### config.mk
export PLATFORM = sky130hd
export DESIGN_NAME = pis_core
export DESIGN_NICKNAME = d
export VERILOG_FILES = /design/src/rtl/pis_pkg.sv /design/src/rtl/pis_core.sv
export SDC_FILE = /design/constraint.sdc
export NUM_CORES = 1
export LEC_CHECK = 0
export ABC_AREA = 1
export BUFFER_PORTS_ARGS = -buffer_cell sky130_fd_sc_hd__buf_4
export CAP_MARGIN = 0
export CORE_MARGIN = 5
export CORE_UTILIZATION = 50
export CTS_BUF_LIST = sky130_fd_sc_hd__clkbuf_2 sky130_fd_sc_hd__clkbuf_4 sky130_fd_sc_hd__clkbuf_8
export CTS_CLUSTER_SIZE = 16
export DETAILED_ROUTE_END_ITERATION = 7
export PLACE_DENSITY = 0.81
export SLEW_MARGIN = 20
export SYNTH_ARGS = -nofsm -noshare
export SYNTH_HDL_FRONTEND = slang
export SYNTH_SLANG_ARGS = --single-unit
### constraint.sdc
create_clock -name i_clk_sys -period 4.9 [get_ports i_clk_sys]
set_clock_uncertainty 0.15 [all_clocks]
set_input_delay 0.49 -clock i_clk_sys [delete_from_list [all_inputs] [get_ports i_clk_sys]]
set_output_delay 0.49 -clock i_clk_sys [all_outputs]
set_load 0.01 [all_outputs]
### src/rtl/pis_pkg.sv
// Package for the prioritized interrupt system: types, codes and constants
// Behaviour
// - Status word bits 1..7 gate external, malfunction, divide, auto I/O, float, end, protect
// - Bit set permits its type; illegal, queue overflow, supervisor call cannot be inhibited
// - Servicing saves old status word for that type, then loads the new one
// - Controller queue flip-flop holds an interrupt until acknowledged unless disarmed
// - Disabled but armed controller still queues, only withholds the request
// - With bit 7 set a privileged instruction traps instead of executing
// - On that trap the location counter does not advance
// - Guarded writes always suppressed; guard interrupt needs armed and bit 1
// - Device address field is eight bits wide, 256 controllers
// - Bus position fixes priority; nearest controller ranks highest
// - Acknowledge pulse stops at first queued controller, which returns its address
// - Microcode acknowledges with bits 1 and 4; instruction acknowledges with 1 only
// - External module takes eight inputs, one device address each
// - Jumper base is 0x20, 0x28, 0x30 or 0x38; input n answers at base plus n
// - Writes to the base address alternate arm byte then mask byte
// - Initialize or an output command disarms and masks all, restarts at arm byte
// - Data bit n controls input n; input 0 ranks highest in the module
// - Queue flip-flop sets on relay energizing only while its arm bit is one
// - Queued input presented only while mask bit one; serviced only with bit 1
package pis_pkg;
    localparam int ADDR_W = 8;
    localparam int NUM_EXT = 8;
    localparam int TYPE_W = 4;
    localparam int LOC_W = 16;
    // Status word control bit positions
    localparam int PSW_EXT_BIT = 1;
    localparam int PSW_AUTO_BIT = 4;
    localparam int PSW_PROT_BIT = 7;
    // Interrupt type codes; codes 1..7 equal their inhibit bit position
    localparam logic [3:0] TY_NONE = 4'h0;
    localparam logic [3:0] TY_EXT = 4'h1;
    localparam logic [3:0] TY_MALF = 4'h2;
    localparam logic [3:0] TY_DIV = 4'h3;
    localparam logic [3:0] TY_FLT = 4'h5;
    localparam logic [3:0] TY_TERM = 4'h6;
    localparam logic [3:0] TY_PROT = 4'h7;
    localparam logic [3:0] TY_ILL = 4'h8;
    localparam logic [3:0] TY_TQO = 4'h9;
    localparam logic [3:0] TY_SVC = 4'hA;
    localparam logic [3:0] TY_LAST_GATED = 4'h7;
    // Jumper base addresses of the external interrupt module
    localparam logic [7:0] EXT_BASE_0 = 8'h20;
    localparam logic [7:0] EXT_BASE_1 = 8'h28;
    localparam logic [7:0] EXT_BASE_2 = 8'h30;
    localparam logic [7:0] EXT_BASE_3 = 8'h38;
    localparam logic [7:0] EXT_SPAN_MASK = 8'hF8;
    // Reset values
    localparam logic [7:0] PSW_CTL_RST = 8'h00;
    localparam logic [15:0] PSW_LOC_RST = 16'h0000;
    localparam logic [7:0] ARM_RST = 8'h00;
    localparam logic [7:0] MASK_RST = 8'h00;

    typedef enum logic [1:0] {
        PIS_IDLE = 2'b00,
        PIS_SAVE = 2'b01,
        PIS_LOAD = 2'b11
    } pis_state_t;

    typedef struct packed {
        logic [7:0] ctl;
        logic [15:0] loc;
    } pis_psw_t;

    typedef struct packed {
        logic malf;
        logic div;
        logic flt;
        logic term;
        logic ill;
        logic tqo;
        logic svc;
    } pis_evt_t;

    typedef struct packed {
        logic wr;
        logic cmd;
        logic [7:0] addr;
        logic [7:0] data;
    } pis_io_t;
endpackage : pis_pkg

### src/rtl/pis_core.sv
// Interrupt gating, status word swap, protect trap, write guard and external module
`timescale 1ns/10ps
`default_nettype none
module pis_core import pis_pkg::*; #(
    parameter logic [7:0] GUARD_ADDR = 8'hAE
) (
    input wire logic i_clk_sys, // System clock
    input wire logic i_rst, // Initialize, async high
    input wire logic i_ce, // Clock enable
    input wire pis_evt_t i_evt, // Internal interrupt events, pulses
    input wire logic i_instr_valid, // Instruction issue pulse
    input wire logic i_instr_priv, // Issued instruction is privileged
    input wire logic [15:0] i_instr_len, // Bytes to advance location counter
    input wire logic i_ack_instr, // Acknowledge instruction executed
    input wire pis_psw_t i_new_psw, // New status word from memory
    input wire logic i_new_psw_valid, // New status word present
    input wire pis_io_t i_io, // Bus write/command strobes
    input wire logic [7:0] i_relay, // External relay inputs (pins)
    input wire logic [1:0] i_base_sel, // Base address jumpers (pins)
    input wire logic i_mem_wr, // Core write request
    input wire logic i_guard_hit, // Write falls in guarded area
    input wire logic i_guard_arm, // Guard interrupt armed
    input wire logic i_guard_en, // Guard interrupt enabled
    input wire logic i_down_req, // Request from farther controllers
    input wire logic i_down_valid, // Farther controller returned address
    input wire logic [7:0] i_down_addr, // Address from farther controller
    output logic o_busy, // Swap sequence in progress
    output logic o_instr_exec, // Issued instruction executes
    output logic o_swap_save, // Old status word store pulse
    output logic [3:0] o_swap_type, // Type of serviced interrupt
    output pis_psw_t o_old_psw, // Status word being saved
    output pis_psw_t o_psw, // Current status word
    output logic o_mem_wr_en, // Core write actually performed
    output logic o_ack_down, // Acknowledge passed down the bus
    output logic o_ack_valid, // Acknowledge answer pulse
    output logic [7:0] o_ack_addr // Address of acknowledged controller
);
    pis_state_t state, next_state;
    logic busy, next_busy;
    pis_psw_t processor_status_word, next_psw;
    logic [15:0] pend, next_pend;
    logic [7:0] arm, next_arm, mask, next_mask, queue, next_queue;
    logic seq_mask, next_seq_mask, guard_q, next_guard_q;
    logic ack_busy, next_ack_busy;
    logic [7:0] relay_s1, relay_s2, relay_d;
    logic [1:0] base_s1, base_s2;
    logic instr_exec, next_instr_exec, swap_save, next_swap_save;
    logic [3:0] swap_type, next_swap_type;
    pis_psw_t old_psw, next_old_psw;
    logic mem_wr_en, next_mem_wr_en, ack_down, next_ack_down;
    logic ack_valid, next_ack_valid;
    logic [7:0] ack_addr, next_ack_addr;
    logic [7:0] base, present;
    logic attn, ack_now, io_hit_mod, io_hit_base;
    logic [3:0] win;
    logic [15:0] evt_vec;

    // Relay and jumper pins cross in through two flip-flops
    always_ff @(posedge i_clk_sys or posedge i_rst) begin
        if (i_rst) begin
            relay_s1 <= 8'h00;
            relay_s2 <= 8'h00;
            relay_d <= 8'h00;
            base_s1 <= 2'h0;
            base_s2 <= 2'h0;
        end else if (i_ce) begin
            relay_s1 <= i_relay;
            relay_s2 <= relay_s1;
            relay_d <= relay_s2;
            base_s1 <= i_base_sel;
            base_s2 <= base_s1;
        end
    end

    // Module base address from jumpers, eight consecutive addresses
    always_comb begin
        case (base_s2)
            2'h0: base = EXT_BASE_0;
            2'h1: base = EXT_BASE_1;
            2'h2: base = EXT_BASE_2;
            2'h3: base = EXT_BASE_3;
            default: base = EXT_BASE_0;
        endcase
        io_hit_mod = (i_io.addr & EXT_SPAN_MASK) == base;
        io_hit_base = i_io.addr == base;
        present = queue & mask;
        attn = guard_q & i_guard_en | (|present) | i_down_req;
    end

    // Internal events as a type-indexed vector
    always_comb begin
        evt_vec = 16'h0000;
        evt_vec[TY_MALF] = i_evt.malf;
        evt_vec[TY_DIV] = i_evt.div;
        evt_vec[TY_FLT] = i_evt.flt;
        evt_vec[TY_TERM] = i_evt.term;
        evt_vec[TY_ILL] = i_evt.ill;
        evt_vec[TY_TQO] = i_evt.tqo;
        evt_vec[TY_SVC] = i_evt.svc;
    end

    // Lowest permitted pending type wins; types above 7 have no inhibit bit
    always_comb begin
        win = TY_NONE;
        for (int t = 15; t >= 1; t--) begin
            if (pend[t] && (t > int'(TY_LAST_GATED) || processor_status_word.ctl[3'(t)])) begin
                win = 4'(t);
            end
        end
        if (attn && processor_status_word.ctl[PSW_EXT_BIT] && !processor_status_word.ctl[PSW_AUTO_BIT] &&
            (win == TY_NONE || win > TY_EXT)) begin
            win = TY_EXT;
        end
    end

    // Acknowledge from microcode in auto mode, else from the instruction
    always_comb begin
        ack_now = 1'b0;
        if (processor_status_word.ctl[PSW_EXT_BIT] && !ack_busy) begin
            if (processor_status_word.ctl[PSW_AUTO_BIT]) begin
                ack_now = attn && state == PIS_IDLE;
            end else begin
                ack_now = i_ack_instr;
            end
        end
    end

    // Sequencer, status word, pending flags and instruction handling
    always_comb begin
        next_state = state;
        next_psw = processor_status_word;
        next_pend = pend;
        next_instr_exec = 1'b0;
        next_swap_save = 1'b0;
        next_swap_type = swap_type;
        next_old_psw = old_psw;
        case (state)
            PIS_IDLE: begin
                if (win != TY_NONE) begin
                    next_swap_type = win;
                    next_state = PIS_SAVE;
                end else if (i_instr_valid) begin
                    if (i_instr_priv && processor_status_word.ctl[PSW_PROT_BIT]) begin
                        next_pend[TY_PROT] = 1'b1;
                    end else begin
                        next_instr_exec = 1'b1;
                        next_psw.loc = processor_status_word.loc + i_instr_len;
                    end
                end
            end
            PIS_SAVE: begin
                next_old_psw = processor_status_word;
                next_swap_save = 1'b1;
                next_pend[swap_type] = 1'b0;
                next_state = PIS_LOAD;
            end
            PIS_LOAD: begin
                if (i_new_psw_valid) begin
                    next_psw = i_new_psw;
                    next_state = PIS_IDLE;
                end
            end
            default: next_state = PIS_IDLE;
        endcase
        next_pend = next_pend | evt_vec; // Set wins over clear
        next_pend[TY_EXT] = 1'b0;
        next_busy = next_state != PIS_IDLE; // Registered so the output leaves a flip-flop
    end

    // External module registers, queue flip-flops and the acknowledge chain
    always_comb begin
        next_arm = arm;
        next_mask = mask;
        next_seq_mask = seq_mask;
        next_queue = queue;
        next_guard_q = guard_q;
        next_ack_busy = ack_busy;
        next_ack_down = 1'b0;
        next_ack_valid = 1'b0;
        next_ack_addr = ack_addr;
        next_mem_wr_en = i_mem_wr && !i_guard_hit;
        if (i_io.cmd && io_hit_mod) begin
            next_arm = ARM_RST;
            next_mask = MASK_RST;
            next_seq_mask = 1'b0;
        end else if (i_io.wr && io_hit_base) begin
            if (seq_mask) begin
                next_mask = i_io.data;
            end else begin
                next_arm = i_io.data;
            end
            next_seq_mask = !seq_mask;
        end
        if (ack_now) begin
            if (guard_q && i_guard_en) begin
                next_guard_q = 1'b0;
                next_ack_addr = GUARD_ADDR;
                next_ack_valid = 1'b1;
            end else if (|present) begin
                for (int n = NUM_EXT - 1; n >= 0; n--) begin
                    if (present[n]) begin
                        next_ack_addr = base + 8'(n);
                    end
                end
                next_queue = queue & ~(present & (~present + 8'h01));
                next_ack_valid = 1'b1;
            end else begin
                next_ack_down = 1'b1;
                next_ack_busy = 1'b1;
            end
        end
        if (ack_busy && i_down_valid) begin
            next_ack_busy = 1'b0;
            next_ack_addr = i_down_addr;
            next_ack_valid = 1'b1;
        end
        next_queue = (next_queue | (relay_s2 & ~relay_d & arm)) & next_arm;
        next_guard_q = (next_guard_q | (i_mem_wr && i_guard_hit)) && i_guard_arm;
    end

    // State registers
    always_ff @(posedge i_clk_sys or posedge i_rst) begin
        if (i_rst) begin
            state <= PIS_IDLE;
            busy <= 1'b0;
            processor_status_word <= '{ctl: PSW_CTL_RST, loc: PSW_LOC_RST};
            pend <= 16'h0000;
            arm <= ARM_RST;
            mask <= MASK_RST;
            seq_mask <= 1'b0;
            queue <= 8'h00;
            guard_q <= 1'b0;
            ack_busy <= 1'b0;
            instr_exec <= 1'b0;
            swap_save <= 1'b0;
            swap_type <= TY_NONE;
            old_psw <= '{ctl: PSW_CTL_RST, loc: PSW_LOC_RST};
            mem_wr_en <= 1'b0;
            ack_down <= 1'b0;
            ack_valid <= 1'b0;
            ack_addr <= 8'h00;
        end else if (i_ce) begin
            state <= next_state;
            busy <= next_busy;
            processor_status_word <= next_psw;
            pend <= next_pend;
            arm <= next_arm;
            mask <= next_mask;
            seq_mask <= next_seq_mask;
            queue <= next_queue;
            guard_q <= next_guard_q;
            ack_busy <= next_ack_busy;
            instr_exec <= next_instr_exec;
            swap_save <= next_swap_save;
            swap_type <= next_swap_type;
            old_psw <= next_old_psw;
            mem_wr_en <= next_mem_wr_en;
            ack_down <= next_ack_down;
            ack_valid <= next_ack_valid;
            ack_addr <= next_ack_addr;
        end
    end

    // Outputs straight from flip-flops
    assign o_busy = busy;
    assign o_instr_exec = instr_exec;
    assign o_swap_save = swap_save;
    assign o_swap_type = swap_type;
    assign o_old_psw = old_psw;
    assign o_psw = processor_status_word;
    assign o_mem_wr_en = mem_wr_en;
    assign o_ack_down = ack_down;
    assign o_ack_valid = ack_valid;
    assign o_ack_addr = ack_addr;

    // Checks
    AST_PROT_TRAP: assert property (@(posedge i_clk_sys) disable iff (i_rst)
        i_ce && state == PIS_IDLE && win == TY_NONE && i_instr_valid && i_instr_priv
        && processor_status_word.ctl[PSW_PROT_BIT] |=> !instr_exec && pend[TY_PROT])
        else $error("privileged instruction not trapped");
    AST_LOC_HOLD: assert property (@(posedge i_clk_sys) disable iff (i_rst)
        i_ce && state == PIS_IDLE && !instr_exec ##1 !instr_exec && state == PIS_IDLE
        |-> processor_status_word.loc == $past(processor_status_word.loc))
        else $error("location counter moved without execution");
    AST_GUARD_WR: assert property (@(posedge i_clk_sys) disable iff (i_rst)
        i_ce && i_mem_wr && i_guard_hit |=> !mem_wr_en)
        else $error("guarded write performed");
    AST_SWAP_SEQ: assert property (@(posedge i_clk_sys) disable iff (i_rst)
        swap_save |-> state == PIS_LOAD && old_psw == $past(processor_status_word))
        else $error("old status word not saved before load");
    AST_GATE: assert property (@(posedge i_clk_sys) disable iff (i_rst)
        i_ce && state == PIS_IDLE && win != TY_NONE |=> state == PIS_SAVE
        && (swap_type > TY_LAST_GATED || processor_status_word.ctl[swap_type[2:0]]))
        else $error("inhibited type serviced");
    AST_INIT_SEQ: assert property (@(posedge i_clk_sys) disable iff (i_rst)
        i_ce && i_io.cmd && io_hit_mod |=> arm == 8'h00 && mask == 8'h00 && !seq_mask)
        else $error("module not initialized by command");
    AST_ARM_GATE: assert property (@(posedge i_clk_sys) disable iff (i_rst)
        (queue & ~arm) == 8'h00)
        else $error("queue set on disarmed input");
    AST_ACK_CLEAR: assert property (@(posedge i_clk_sys) disable iff (i_rst)
        i_ce && ack_now && !(guard_q && i_guard_en) && present[0] |=> ack_valid
        && ack_addr == base && !queue[0])
        else $error("acknowledged input 0 not cleared");
    AST_ACK_SRC: assert property (@(posedge i_clk_sys) disable iff (i_rst)
        i_ce && i_ack_instr && processor_status_word.ctl[PSW_EXT_BIT] && !processor_status_word.ctl[PSW_AUTO_BIT] && !ack_busy
        && attn |=> ack_valid || ack_down)
        else $error("acknowledge instruction ignored");
endmodule : pis_core
`default_nettype wire

==> flow_summary_export.csv, run 1 <==
group,metric,value,unit
place,numPortBuffers,159,
finish,antenna_cells,0,
route,drc,0,
finish,drive_gt1_frac,0.211,
power,combPwrFrac,0.400,
die,die_w,128,um
clock_network,clockBufferDepth,2,
power,p_seq_frac,0.365,
worst_setup_path,critPathArrivalTime,2960,ps
place,gp_congestion,0.911,
power,p_switching,0.00177,W
worst_setup_path,cp-endpoint,"o_psw[22]$_DFFE_PP0P_",
synth,synth-main-ff-cell,"dfrtp_1",
timing,tightest_slew,963,ps
timing,hold_viol,0,
clock_network,clk_pin_slew_worst_paths,80,ps
clock_network,root_buffer,"clkbuf_8",
global_routing,grt.overflow.total,0,
die,num_rows,43,
timing,timing.final.crit_period,2820,ps
worst_setup_path,required,5040,ps
global_routing,grt_use_total,0.233,
run,cap_violations,0,
worst_setup_path,start_kind,"flip-flop",
route,drt_wl_total,18400,um
worst_setup_path,critPathLaunch,"state[1]$_DFFE_PP0P_",
power,switching_share,0.390,
clock_network,cts_made_buffers,17,
place,hpwl,13200,um
route,vias,6409,
synth,synth.distinct_cells,45,
clock_network,cts_resized,0,
power,p_int,0.00278,W
synth,syn-cell-area,6910,um2
synth,yosys_register_bits,133,
power,p_per_area,524,nW/um2
timing,slew_viol_final,0,
status,run_status,"finished clean",
synth,synth_commonest_cells,"nand2_1 (351), dfrtp_1 (133), inv_1 (88)",
clock_network,hold_buffers,0,
finish,synthToLayoutAreaGrowth,25.9,%
worst_setup_path,worstReg2RegEnd,"o_psw[22]$_DFFE_PP0P_",
synth,synth_top_area_share,0.482,
clock_network,clk_latency,450,ps
clock_network,post_cts_buffers,0,
timing,setup_violations,0,
route,wl_per_cell,14.7,um
route,drt_iter0_drc,486,
finish,layout.nets,1172,
die,dieArea,16300,um2
clock_network,htree_levels,4,
die,core_area,13700,um2
synth,ys_top_cells_by_area,"dfrtp_1 (48%), nand2_1 (19%), o21ai_0 (6.1%)",
power,power,0.00455,W
power,clkPwrFrac,0.235,
clock_network,cts_tree,"done",
global_routing,first_global_vias,6448,
route,routed_via_density,5.11,
route,ant_nets,0,
worst_setup_path,crit_type,"reg2reg",
timing,tns,0,ps
worst_setup_path,reg2reg_from,"state[1]$_DFFE_PP0P_",
synth,synth_edf_count,0,
synth,synth_area_leader_cell,"dfrtp_1",
worst_setup_path,cp-end-kind,"flip-flop",
global_routing,antenna_found_initial,0,
worst_setup_path,crit_path_max_fanout,20,
synth,syn_avg_cell_area,7.65,um2
timing,rsz0062_at_grt,"no",
worst_setup_path,regToRegSetupSlack,2080,ps
timing,fmax,355,MHz
synth,seq_area_frac_synth,0.482,
timing,fin_crit_sh,0.575,
min_path,hp-class,"in2async",
timing,slew_headroom,0.358,
die,start_util,0.504,
worst_setup_path,reg2reg_depth,5,
synth,synth_warnings,0,
power,p_leak,4.77,nW
synth,synthCells,903,
global_routing,grt_pass1_wl,30100,um
clock_network,clock_sinks,133,
synth,synth_fp_nets,1015,
route,drtPass1Iterations,5,
die,top_level_ports,162,
global_routing,grt_start_max_net_pins,106,
synth,async_reset_ff_frac,1.00,
die,fp.dieH,128,um
power,ir_drop,0.000281,V
synth,synth_most_common_cell,"nand2_1",
[per-stage QoR]
step / worst slack [ps] / hold slack (ps) / util / std cells / instance area [um2]
floorplan: 706 / 292 / - / 903 / 6910
global placement: 2080 / 307 / 0.600 / 1221 / 8230
detailed placement: 2080 / 309 / 0.600 / 1221 / 8230
CTS: 2120 / 70.2 / 0.634 / 1253 / 8700
global route: 1810 / 87.4 / 0.634 / 1253 / 8700
finish: 2080 / 75.7 / 0.634 / 1253 / 8700
[routing by layer]
metal  GRT usage  vias to the layer above  wire length [um]
met1       0.287                     2962              7810
met3      0.0615                       39              1320
met5           0                        -                 0
met4       0.105                        0               467
met2       0.384                      200              8840
li1            -                     3208                 -
[worst max-delay path, cell delays in order, from the launching register on]
cell	delay (ps)
dfrtp_1	390
nand2_1	350
inv_1	620
nand2_1	220
nor2_1	730
o21ai_0	190
[layout by cell type, fill, tap and decap left out, drive strengths merged, types with 2 or more instances in the layout]
cell type,n
bufinv,5
or2,2
xnor2,3
nand4,6
dfrtp,133
nor2,51
o21ai,85
nand3b,4
a31oi,5
nor3,6
nand3,62
o22ai,2
a21oi,29
o211ai,6
inv,92
clkbuf,17
a22o,3
nand2,366
clkinv,8
ha,15
buf,162
[power by group through the flow]
stage | registers (W) | clock network, W | logic, W
after floorplan | 0.00174 | 0 | 0.00101
after global placement | 0.00167 | 0 | 0.00177
after detailed placement | 0.00168 | 0 | 0.00181
after CTS | 0.00166 | 0.00109 | 0.00183
after global routing | 0.00171 | 0.00113 | 0.00205
final | 0.00166 | 0.00107 | 0.00182
[sequential cells by signal, summed over array words and instances (netlist names), 2 cells and up]
| register | cells |
|---|---|
| o_psw | 24 |
| base_s2 | 2 |
| base_s1 | 2 |
| o_ack_addr | 8 |
| o_swap_type | 4 |
| o_old_psw | 24 |
| relay_s2 | 8 |
| relay_s1 | 8 |
| queue | 8 |
| arm | 8 |
| relay_d | 8 |
| mask | 8 |
| pend | 10 |
| state | 2 |
[final cells by class]
cell class	count	area [um2]
timing repair buffer	162	1220
fill	1181	5020
tap	180	225
inverter	91	349
clock buffer	17	234
clock inverter	15	229
sequential	133	3330
multi-input combinational	655	3110
[logic make-up (layout without fill, tap and decap cells)]
| family | after synthesis | count (layout) | share of synthesized area |
|---|---|---|---|
| buf+inv | 115 | 285 | 0.0674 |
| compound gates | 135 | 135 | 0.109 |
| xor+xnor | 4 | 4 | 0.00507 |
| fa+ha+maj | 16 | 16 | 0.0301 |
| simple gates | 500 | 500 | 0.307 |
| flops | 133 | 133 | 0.482 |
[worst min path at each step]
stage / start / cells after the start / endpoint / slack [ps]
global placement: relay_s1[1]$_DFFE_PP0P_ / 2 / relay_s1[1]$_DFFE_PP0P_ / 310
global route: i_relay[2] / 3 / relay_s1[2]$_DFFE_PP0P_ / 90
detailed placement: base_s1[0]$_DFFE_PP0P_ / 2 / base_s1[0]$_DFFE_PP0P_ / 310
finish: i_rst / 2 / o_psw[8]$_DFFE_PP0P_ / 80
CTS: i_base_sel[1] / 3 / base_s1[1]$_DFFE_PP0P_ / 70
floorplan: base_s1[0]$_DFFE_PP0P_ / 2 / base_s1[0]$_DFFE_PP0P_ / 290
Note: power is estimated with default switching activity, not from simulation.
==> run 2, diff against run 1 <==
clock period = 2.7 ns   (was 4.9 ns; I/O delays follow)
==> flow_summary_export.csv, run 2 (same netlist as run 1, synthesis figures left out) <==
group,metric,value,unit
status,run_status,"finished clean",
worst_setup_path,start_kind,"flip-flop",
worst_setup_path,crit_chain,"nand2_1 > nand2_2 > nor2_4 > nand4_4 > nand3_1 > nand2_2 > nand3_1 > nand2_1 > nand2_1 > nand3_1 > dlygate4sd3_1 > nand2_1",
power,ir_drop,0.000511,V
die,start_util,0.504,
timing,timing.hold.ws,24.9,ps
route,wl_per_cell,14.5,um
finish,synthToLayoutAreaGrowth,32.9,%
die,core_area,13700,um2
power,power,0.00824,W
place,numPortBuffers,159,
worst_setup_path,reg2reg_from,"queue[0]$_DFFE_PP0P_",
finish,multi_input_area,3110,um2
finish,drive_gt1_frac,0.203,
timing,hold_viol,0,
timing,setup_violations,0,
power,p_leak,4.97,nW
finish,antenna_cells,0,
worst_setup_path,critPathMaxStageDelay,590,ps
die,die_w,128,um
min_path,hp-start,"i_new_psw[10]",
min_path,hp-class,"in2reg",
worst_setup_path,crit_type,"reg2reg",
die,dieArea,16300,um2
clock_network,cts_made_buffers,17,
worst_setup_path,crit_family,"simple AND/OR/NAND/NOR gates",
clock_network,clockBufferDepth,2,
clock_network,cts_tree,"done",
global_routing,grt.overflow.total,0,
global_routing,antenna_found_initial,0,
timing,timing.final.crit_period,2310,ps
clock_network,clock_sinks,133,
clock_network,htree_levels,4,
route,drc,0,
clock_network,clk_latency,450,ps
timing,fmax,432,MHz
finish,layout.nets,1222,
worst_setup_path,crit_buf_inv,1,
die,top_level_ports,162,
worst_setup_path,slowest_stage,"dlygate4sd3_1",
timing,setup_ws,386,ps
global_routing,grt_pass1_wl,31400,um
finish,layout.area.seq,3330,um2
timing,slew_viol_final,0,
route,vias,6632,
min_path,holdPathEnd,"o_psw[10]$_DFFE_PP0P_",
timing,slew_headroom,0.397,
place,hpwl,13300,um
worst_setup_path,cp-end-kind,"flip-flop",
timing,fin_crit_sh,0.857,
route,drt_wl_total,18800,um
worst_setup_path,critPathArrivalTime,2550,ps
route,drtPass1Iterations,5,
worst_setup_path,crit_path_max_fanout,5,
timing,rsz0062_at_grt,"no",
power,p_per_area,898,nW/um2
run,cap_violations,0,
route,drt_iter0_drc,444,
finish,final_cell_mix,"nand2_1 (351), buf_4 (165), dfrtp_1 (133), inv_1 (87), o21ai_0 (84)",
clock_network,clk_pin_slew_worst_paths,70,ps
global_routing,grt_start_max_net_pins,134,
worst_setup_path,crit_top_cell,"nand2_1",
clock_network,post_cts_buffers,0,
place,gp_congestion,0.901,
timing,tightest_slew,904,ps
worst_setup_path,regToRegSetupSlack,390,ps
place,place_ws,469,ps
finish,layout_commonest_cell,"nand2_1",
route,routed_via_density,5.10,
global_routing,grt_use_total,0.240,
worst_setup_path,worstReg2RegEnd,"guard_q$_DFFE_PP0P_",
global_routing,first_global_vias,6589,
min_path,min_path_cells,5,
finish,nFillCells,1146,
worst_setup_path,reg2reg_depth,12,
die,fp.dieH,128,um
timing,tns,0,ps
die,num_rows,43,
clock_network,root_buffer,"clkbuf_8",
route,ant_nets,0,
worst_setup_path,required,2930,ps
-- run 2: cell types whose count changed in the layout (fill, tap and decap cells not counted) --
cell and delta:
clkinv_4 -5, buf_4 +3, clkinv_2 -1, clkbuf_8 +4
bufinv_16 -1, dlygate4sd3_1 +46, inv_6 -3, clkbuf_4 +1
buf_12 +1, clkinvlp_4 +3
-- run 2: tightest hold or removal path, delay by kind of cell --
family	cells	cell delay (ps)
AND/OR/NAND/NOR	4	250
buffers and inverters	1	80
-- run 2: worst max-delay path by stage --
stage	slack, ps	cells after the start	start	endpoint
after floorplan	610	15	o_psw[0]$_DFFE_PP0P_	o_psw[8]$_DFFE_PP0P_
after global placement	480	14	o_psw[0]$_DFFE_PP0P_	o_psw[14]$_DFFE_PP0P_
after detailed placement	470	15	o_psw[0]$_DFFE_PP0P_	o_psw[8]$_DFFE_PP0P_
after CTS	410	12	queue[0]$_DFFE_PP0P_	guard_q$_DFFE_PP0P_
after global routing	160	15	o_psw[0]$_DFFE_PP0P_	o_psw[8]$_DFFE_PP0P_
final	390	12	queue[0]$_DFFE_PP0P_	guard_q$_DFFE_PP0P_
-- run 2: timing repair --
| action | in CTS | in global routing |
|---|---|---|
| resized for setup | 0 | 0 |
| endpoints found under the hold margin | 183 | 0 |
| hold buffers | 46 | 0 |
-- run 2: power by group --
group          total [W]  switching (W)  internal (W)
sequential       0.00302       0.000449       0.00257
clock            0.00186       0.000754       0.00110
combinational    0.00336        0.00194       0.00143
-- run 2: layer usage --
metal	track usage	vias up	wire length [um]
li1	-	3301	-
met1	0.302	3104	7940
met2	0.396	183	9280
met3	0.0652	44	1140
met4	0.0902	0	448
met5	0	-	0
-- run 2: per-stage QoR --
step	instance area [um2]	utilization	instances
CTS	9180	0.669	1301
global placement	8270	0.603	1225
detailed placement	8270	0.603	1225
global route	9180	0.669	1301
finish	9180	0.669	1301
floorplan	6910	-	903
-- run 2: final cells by class --
cell class	count	share of cell area
well taps	180	0.0245
inverters	91	0.0379
multi-input cells	655	0.339
clock buffers	22	0.0323
repair buffers	212	0.187
clock inverters	8	0.0161
flip-flops and latches	133	0.363
